<file path="config.mk">
export PLATFORM = sky130hd
export DESIGN_NAME = siit_interlock
export DESIGN_NICKNAME = d
export VERILOG_FILES = /design/src/rtl/siit_pkg.sv /design/src/rtl/siit_interlock.sv /design/src/rtl/siit_lat_timer.sv
export SDC_FILE = /design/constraint.sdc
export NUM_CORES = 1
export LEC_CHECK = 0
export ABC_AREA = 1
export BUFFER_PORTS_ARGS = -buffer_cell sky130_fd_sc_hd__buf_2
export CORE_MARGIN = 5
export CORE_UTILIZATION = 45
export CTS_CLUSTER_SIZE = 12
export DETAILED_ROUTE_END_ITERATION = 10
export PLACE_DENSITY = 0.71
export SLEW_MARGIN = 20
export SYNTH_ARGS = -nofsm -noshare
export SYNTH_HDL_FRONTEND = slang
export SYNTH_SLANG_ARGS = --single-unit
</file>
<file path="constraint.sdc">
create_clock -name sys_clk_i -period 3.12 [get_ports sys_clk_i]
set_input_delay 0.936 -clock sys_clk_i [delete_from_list [all_inputs] [get_ports sys_clk_i]]
set_output_delay 0.936 -clock sys_clk_i [all_outputs]
set_load 0.005 [all_outputs]
</file>
<file path="src/rtl/siit_pkg.sv">
package siit_pkg;

    // register index width and latency counter width
    localparam int REG_IDX_W = 4;
    localparam int LAT_W = 3;

    typedef logic [LAT_W-1:0] siit_lat_t;
    typedef logic [REG_IDX_W-1:0] siit_idx_t;

    // latencies in issue cycles, as counted from the issuing cycle
    localparam siit_lat_t LAT_ONE = 3'h1;
    localparam siit_lat_t SWAP_ISSUE_LAT = 3'h5;
    localparam siit_lat_t ACCRD_ISSUE_LAT = 3'h1;
    localparam siit_lat_t ACCRD_RES_LAT = 3'h2;
    localparam siit_lat_t ACCRD_DST0_LAT = 3'h2;
    localparam siit_lat_t ACCRD_DST1_LAT = 3'h3;
    localparam siit_lat_t ACCWR_LAT = 3'h2;
    localparam siit_lat_t MACW_ISSUE_LAT = 3'h1;
    localparam siit_lat_t MACH_ISSUE_LAT = 3'h1;
    localparam siit_lat_t MACH_RESULT_LAT = 3'h2;
    localparam siit_lat_t MACH_RES_LAT = 3'h2;
    localparam siit_lat_t STRD_ISSUE_LAT = 3'h1;
    localparam siit_lat_t STRD_RESULT_LAT = 3'h2;
    localparam siit_lat_t STWR_ISSUE_LAT = 3'h2;
    localparam siit_lat_t STWR_MODE_ISSUE_LAT = 3'h6;
    localparam siit_lat_t STWR_RESULT_LAT = 3'h1;
    localparam siit_lat_t CPRD_ISSUE_LAT = 3'h1;
    localparam siit_lat_t CPRD_RESULT_LAT = 3'h3;
    localparam siit_lat_t CPWR_ISSUE_LAT = 3'h1;

    // reset values of a latency timer
    localparam siit_lat_t TIMER_RST_CNT = 3'h0;

    // instruction classes seen by the interlock
    typedef enum logic [3:0] {
        CLS_NORMAL,
        CLS_SWAP_WORD,
        CLS_SWAP_BYTE,
        CLS_ACCUM_READ,
        CLS_ACCUM_WRITE,
        CLS_MAC_WORD,
        CLS_MAC_HALF,
        CLS_STATUS_READ,
        CLS_REG_TO_STATUS,
        CLS_REG_FROM_COPROC,
        CLS_REG_TO_COPROC,
        CLS_PRELOAD
    } siit_cls_t;

    // one instruction offered for issue
    typedef struct packed {
        siit_cls_t cls;
        siit_idx_t dst0;
        siit_idx_t dst1;
        siit_idx_t src0;
        siit_idx_t src1;
        logic wr_dst0;
        logic use_src0;
        logic use_src1;
        logic mode_change;
        logic [1:0] mac_cycles;
    } siit_instr_t;

    // state of one latency timer
    typedef struct packed {
        siit_lat_t cnt;
        logic free;
    } siit_timer_st_t;

    // state of the interlock top
    typedef struct packed {
        logic accepted;
        logic refused;
    } siit_top_st_t;

endpackage
</file>
<file path="src/rtl/siit_interlock.sv">
// Notes on behaviour
// RQ1: issue, result and resource latencies gate next, dependent and same-unit instructions.
// RQ2: word and byte swaps block the next issue for four cycles.
// RQ3: accumulator read issues in one cycle, keeps transfer unit two cycles.
// RQ4: a second accumulator read right after the first waits one cycle.
// RQ5: accumulator read: first destination ready after two, second after three.
// RQ6: accumulator write: two-cycle issue, result, resource; next always waits one.
// RQ7: word multiply-accumulate issues in one, result after one to three cycles.
// RQ8: word multiply-accumulate keeps the unit busy one to three cycles.
// RQ9: halfword multiply-accumulate: issue one, result two, unit busy two.
// RQ10: status read issues in one, destination usable two cycles later.
// RQ11: status write blocks the next issue one cycle, five on mode change; result one.
// RQ12: coprocessor-to-core transfer issues in one, destination ready after three.
// RQ13: core-to-coprocessor transfer lets the next instruction issue next cycle.
// RQ14: preload hint changes no tracked state at all.
`timescale 1ns/1ps
module siit_interlock
    import siit_pkg::*;
#(
    parameter int NUM_REGS = 16
)
(
    // clock and reset
    input wire logic sys_clk_i,
    input wire logic rst_n_i,
    // instruction offered for issue
    input wire logic issue_i,
    input wire siit_instr_t instr_i,
    // scoreboard view for the issue stage
    output logic issue_free_o,
    output logic [NUM_REGS-1:0] reg_ready_o,
    output logic acc_unit_free_o,
    output logic acc_value_ready_o,
    // verdict on the last offer
    output logic accepted_o,
    output logic refused_o
);

    siit_top_st_t st_reg;
    siit_top_st_t st_next;
    logic ok;
    logic take;
    logic uses_unit;
    logic reads_acc;
    logic wr0;
    logic wr1;
    siit_lat_t issue_lat;
    siit_lat_t res_lat;
    siit_lat_t val_lat;
    siit_lat_t lat0;
    siit_lat_t lat1;
    siit_lat_t mac_lat;
    logic load_unit;
    logic load_val;
    logic [NUM_REGS-1:0] reg_load;
    siit_lat_t reg_lat [NUM_REGS];

    // operand-dependent multiply-accumulate time, zero taken as one
    assign mac_lat = (instr_i.mac_cycles == 2'h0) ? LAT_ONE : {1'b0, instr_i.mac_cycles};

    // per-class latencies and resource use
    always_comb
    begin
        issue_lat = LAT_ONE;
        res_lat = LAT_ONE;
        val_lat = LAT_ONE;
        lat0 = LAT_ONE;
        lat1 = LAT_ONE;
        uses_unit = 1'b0;
        reads_acc = 1'b0;
        wr0 = 1'b0;
        wr1 = 1'b0;
        case (instr_i.cls)
            CLS_SWAP_WORD, CLS_SWAP_BYTE:
            begin
                issue_lat = SWAP_ISSUE_LAT; // see RQ2
                wr0 = instr_i.wr_dst0;
            end
            CLS_ACCUM_READ:
            begin
                issue_lat = ACCRD_ISSUE_LAT; // see RQ3
                res_lat = ACCRD_RES_LAT; // see RQ4
                lat0 = ACCRD_DST0_LAT; // see RQ5
                lat1 = ACCRD_DST1_LAT; // see RQ5
                uses_unit = 1'b1;
                reads_acc = 1'b1;
                wr0 = 1'b1;
                wr1 = 1'b1;
            end
            CLS_ACCUM_WRITE:
            begin
                issue_lat = ACCWR_LAT; // see RQ6
                res_lat = ACCWR_LAT;
                val_lat = ACCWR_LAT;
                uses_unit = 1'b1;
            end
            CLS_MAC_WORD:
            begin
                issue_lat = MACW_ISSUE_LAT; // see RQ7
                res_lat = mac_lat; // see RQ8
                val_lat = mac_lat; // see RQ7
                uses_unit = 1'b1;
            end
            CLS_MAC_HALF:
            begin
                issue_lat = MACH_ISSUE_LAT; // see RQ9
                res_lat = MACH_RES_LAT;
                val_lat = MACH_RESULT_LAT;
                uses_unit = 1'b1;
            end
            CLS_STATUS_READ:
            begin
                issue_lat = STRD_ISSUE_LAT; // see RQ10
                lat0 = STRD_RESULT_LAT;
                wr0 = 1'b1;
            end
            CLS_REG_TO_STATUS:
            begin
                // status result latency of one needs no tracking here
                issue_lat = instr_i.mode_change ? STWR_MODE_ISSUE_LAT : STWR_ISSUE_LAT; // see RQ11
                lat0 = STWR_RESULT_LAT;
            end
            CLS_REG_FROM_COPROC:
            begin
                issue_lat = CPRD_ISSUE_LAT; // see RQ12
                lat0 = CPRD_RESULT_LAT;
                wr0 = 1'b1;
            end
            CLS_REG_TO_COPROC:
            begin
                issue_lat = CPWR_ISSUE_LAT; // see RQ13
            end
            CLS_PRELOAD:
            begin
                issue_lat = LAT_ONE; // see RQ14
            end
            default:
            begin
                wr0 = instr_i.wr_dst0;
            end
        endcase
    end

    // acceptance: issue slot, operands, destinations and accumulator unit
    // destinations must be settled too, so a late result never lands after a newer one
    always_comb
    begin
        ok = issue_free_o; // see RQ1
        if (instr_i.use_src0 && !reg_ready_o[instr_i.src0])
        begin
            ok = 1'b0;
        end
        if (instr_i.use_src1 && !reg_ready_o[instr_i.src1])
        begin
            ok = 1'b0;
        end
        if ((wr0 && !reg_ready_o[instr_i.dst0]) || (wr1 && !reg_ready_o[instr_i.dst1]))
        begin
            ok = 1'b0;
        end
        if ((uses_unit && !acc_unit_free_o) || (reads_acc && !acc_value_ready_o))
        begin
            ok = 1'b0; // see RQ1
        end
    end

    assign take = issue_i && ok;
    assign load_unit = take && uses_unit;
    assign load_val = take && (instr_i.cls != CLS_ACCUM_READ) && uses_unit;

    // per-register load requests; second destination wins on a clash
    always_comb
    begin
        for (int i = 0; i < NUM_REGS; i++)
        begin
            reg_load[i] = take && ((wr0 && instr_i.dst0 == i[REG_IDX_W-1:0]) ||
                (wr1 && instr_i.dst1 == i[REG_IDX_W-1:0]));
            reg_lat[i] = (wr1 && instr_i.dst1 == i[REG_IDX_W-1:0]) ? lat1 : lat0; // see RQ5
        end
    end

    // one timer per core register
    generate
        for (genvar g = 0; g < NUM_REGS; g++)
        begin : g_reg
            siit_lat_timer u_reg_timer (
                .sys_clk_i(sys_clk_i),
                .rst_n_i(rst_n_i),
                .load_i(reg_load[g]),
                .lat_i(reg_lat[g]),
                .free_o(reg_ready_o[g])
            );
        end
    endgenerate

    // issue slot timer
    siit_lat_timer u_issue_timer (
        .sys_clk_i(sys_clk_i),
        .rst_n_i(rst_n_i),
        .load_i(take),
        .lat_i(issue_lat),
        .free_o(issue_free_o)
    );

    // accumulator unit occupancy
    siit_lat_timer u_unit_timer (
        .sys_clk_i(sys_clk_i),
        .rst_n_i(rst_n_i),
        .load_i(load_unit),
        .lat_i(res_lat),
        .free_o(acc_unit_free_o)
    );

    // accumulator value readiness
    siit_lat_timer u_val_timer (
        .sys_clk_i(sys_clk_i),
        .rst_n_i(rst_n_i),
        .load_i(load_val),
        .lat_i(val_lat),
        .free_o(acc_value_ready_o)
    );

    // verdict flags, one cycle after the offer
    always_comb
    begin
        st_next.accepted = take;
        st_next.refused = issue_i && !ok;
    end

    always_ff @(posedge sys_clk_i)
    begin
        if (!rst_n_i)
        begin
            st_reg <= '0;
        end
        else
        begin
            st_reg <= st_next;
        end
    end

    assign accepted_o = st_reg.accepted;
    assign refused_o = st_reg.refused;
endmodule // siit_interlock

</file>
<file path="src/rtl/siit_lat_timer.sv">
`timescale 1ns/1ps
module siit_lat_timer
    import siit_pkg::*;
(
    // clock and reset
    input wire logic sys_clk_i,
    input wire logic rst_n_i,
    // load a latency in cycles, 1 or more
    input wire logic load_i,
    input wire siit_lat_t lat_i,
    // high while the tracked item may be used this cycle
    output logic free_o
);

    siit_timer_st_t st_reg;
    siit_timer_st_t st_next;

    // countdown: a latency of n frees the item n cycles after the load
    always_comb
    begin
        st_next = st_reg;
        if (load_i)
        begin
            st_next.cnt = (lat_i == TIMER_RST_CNT) ? TIMER_RST_CNT : lat_i - LAT_ONE;
        end
        else if (st_reg.cnt != TIMER_RST_CNT)
        begin
            st_next.cnt = st_reg.cnt - LAT_ONE;
        end
        st_next.free = (st_next.cnt == TIMER_RST_CNT);
    end

    always_ff @(posedge sys_clk_i)
    begin
        if (!rst_n_i)
        begin
            st_reg.cnt <= TIMER_RST_CNT;
            st_reg.free <= 1'b1;
        end
        else
        begin
            st_reg <= st_next;
        end
    end

    assign free_o = st_reg.free;

endmodule // siit_lat_timer

</file>
==> results.cfg <==
[outcome]
outcome = finished, final reports clean

[place]
numPortBuffers = 49
gp_congestion = 0.932
hpwlAfterDp_um = 9830
pre_cts_ws_ns = 0.198
dp_cells = 1056

[global_routing]
grt_pass1_wl_um = 21500
grt_usage_pct = 18.3
antenna_found_initial = 0
overflow = 0
grt_pass1_vias = 4667
grt_max_degree = 49

[layout]
largest_register_ffs = 48
multi_input_area_sq_mm = 0.00312
fill_cells = 1228
final_layout_size_suffix_gt1_share_pct = 8.54
fin_cells = 1072
final-seq-area_sq_mm = 0.00156
nets = 987
area_delta_synth_final_pct = 11.0
diodes = 0

[routing]
drt_wl_total_um = 12800
vias = 5207
ant_nets = 0
drt_iter0_markers = 399
post_drt_wl_per_cell_um = 11.9
drc_errors = 0
vias_per_cell = 4.86
dr.pass1.iters = 5

[logic_synthesis]
synth.most_common_cell = nand2_1
syn_area_sq_mm = 0.00549
synth_flop_cell = dfxtp_1
synthTopCellsByCount = nand2_1, inv_1, nor2_1
synth-edff-count = 0
syn_inst = 888
synth_cell_types = 27
netlist.area_leader.share_pct = 28.5
yosys_warnings = 0
syn-num-nets = 955
synth_top_area_cell = dfxtp_1
yosys-top-cells-area = dfxtp_1, nand2_1, inv_1
ys_seq_elements = 78
async_reset_ff_share_pct = 0
syn_avg_cell_area_sq_um = 6.18
ys_seq_area_share_pct = 28.5

[power_and_ir_drop]
power_density_mw_per_mm2 = 996
finalPower_mw = 6.07
peakVddDrop_mv = 0.414
cellLeakagePower_nw = 3.29

[cts]
clockRootBuffer = clkbuf_16
cts_made_buffers = 9
postCtsSetupBuffers = 0
cts_resized = 0
cts_sinks = 78
insertion_delay_ns = 0.35
path_clk_slew_ns = 0.06
ctsLongestPathBuffers = 2
ctsHoldBuffers = 0
htreeDepth = 3
cts_tree = yes

[floorplan]
chipHeight_um = 120
rows = 40
initial_utilization_pct = 45.9
num_io_pins = 50
dieArea_sq_mm = 0.0145
fp.dieW_um = 120
core-area_sq_mm = 0.0120

[setup_path]
cp-start-kind = input port
cp.arrival_ns = 2.81
required_ns = 3.34
critPathLaunch = instr_i[6]
path_class = input port to flop
critPathMaxFanout = 48
r2r_start = g_reg[14].u_reg_timer.free_o
worstSetupEndpointType = flop

[sta]
min_period_ns = 2.59
fmax_mhz = 386
min_period_over_period_pct = 83.0
slew_headroom_pct = 67.6
setup_violations = 0
finalSetupTns_ns = 0
fin_ws_ns = 0.532
final-hold-violation-count = 0
finalClockSkew_ns = 0.00750
slew_viol_final = 0
holdWs_ns = 0.585
rsz0062_at_grt = no
max_slew.worst_pin.slew_ns = 0.486

[hold_path]
hp-class = flop to flop
hp-start = g_reg[2].u_reg_timer.st_reg[3]

[job]
cap_violations = 0
cells in the final DEF (no fill, tap or decap), types with 3 or more instances in the layout:
cell type	n
xnor2_1	3
nor2_1	114
inv_1	154
buf_4	6
dfxtp_1	78
clkbuf_16	9
o21bai_1	4
o21ai_0	35
buf_2	49
a21oi_1	10
nand4_1	17
nand2_1	253
nand3_1	95
ha_1	38
inv_2	3
xor2_1	35
critical path: stages:
cell     delay [ns]
buf_2          0.19
inv_1          0.17
nand2_1        0.11
nand3_1        0.07
nand3_1        0.10
nand3_1        0.07
nand3_1        0.07
nand2_1        0.15
nor3_4         0.23
buf_12         0.24
nand2_1        0.14
nand2_1        0.10
nand2_1        0.08
nand3_1        0.09
nand2_1        0.05
where the power goes:
group | total, mW | internal [mW] | switching, mW
clock network | 1.14 | 0.719 | 0.425
logic | 3.15 | 1.25 | 1.90
registers | 1.78 | 1.48 | 0.297
cells by family (layout without fill, tap and decap cells):
family,after synthesis,after routing,synth area share (%)
AO/OA/AOI/OAI,56,56,5.45
AND/OR/NAND/NOR,485,485,36.4
buffers and inverters,192,229,14.8
multiplexers,1,1,0.182
XOR/XNOR,38,38,6.06
adder cells (fa/ha/maj),38,38,8.66
flip-flops,78,78,28.5
per-stage QoR:
| step | utilization (%) | instance area (sq um) |
|---|---|---|
| floorplan | - | 5490 |
| global placement | 48.2 | 5770 |
| detailed placement | 48.2 | 5770 |
| CTS | 50.9 | 6090 |
| global route | 50.9 | 6090 |
| finish | 50.9 | 6090 |
path summary, 6_finish.rpt:
path	to	slack [ns]	depth (start not counted)
worst max register to register	g_reg[2].u_reg_timer.free_o	0.98	16
worst max-delay path	g_reg[2].u_reg_timer.free_o	0.53	15
worst min-delay path	g_reg[2].u_reg_timer.st_reg[3]	0.59	3
worst min register to register	g_reg[2].u_reg_timer.st_reg[3]	0.59	3
layer usage:
| layer | up-vias | share of wire [%] | routed length (um) | global-route usage [%] |
|---|---|---|---|---|
| met4 | 0 | 2.1 | 262 | 7.93 |
| li1 | 2780 | - | - | - |
| met2 | 138 | 44 | 5680 | 29.1 |
| met5 | - | 0 | 0 | 0 |
| met1 | 2271 | 48 | 6140 | 24.4 |
| met3 | 18 | 5.4 | 694 | 3.09 |
final cells by class:
type | count | share of cell area (%)
Clock buffer | 10 | 3.92
Clock inverter | 6 | 1.40
Inverter | 157 | 9.68
Multi-Input combinational cell | 618 | 51.3
Sequential cell | 78 | 25.6
Tap cell | 147 | 3.02
Timing Repair Buffer | 56 | 5.09
Note: power is estimated with default switching activity, not from simulation.
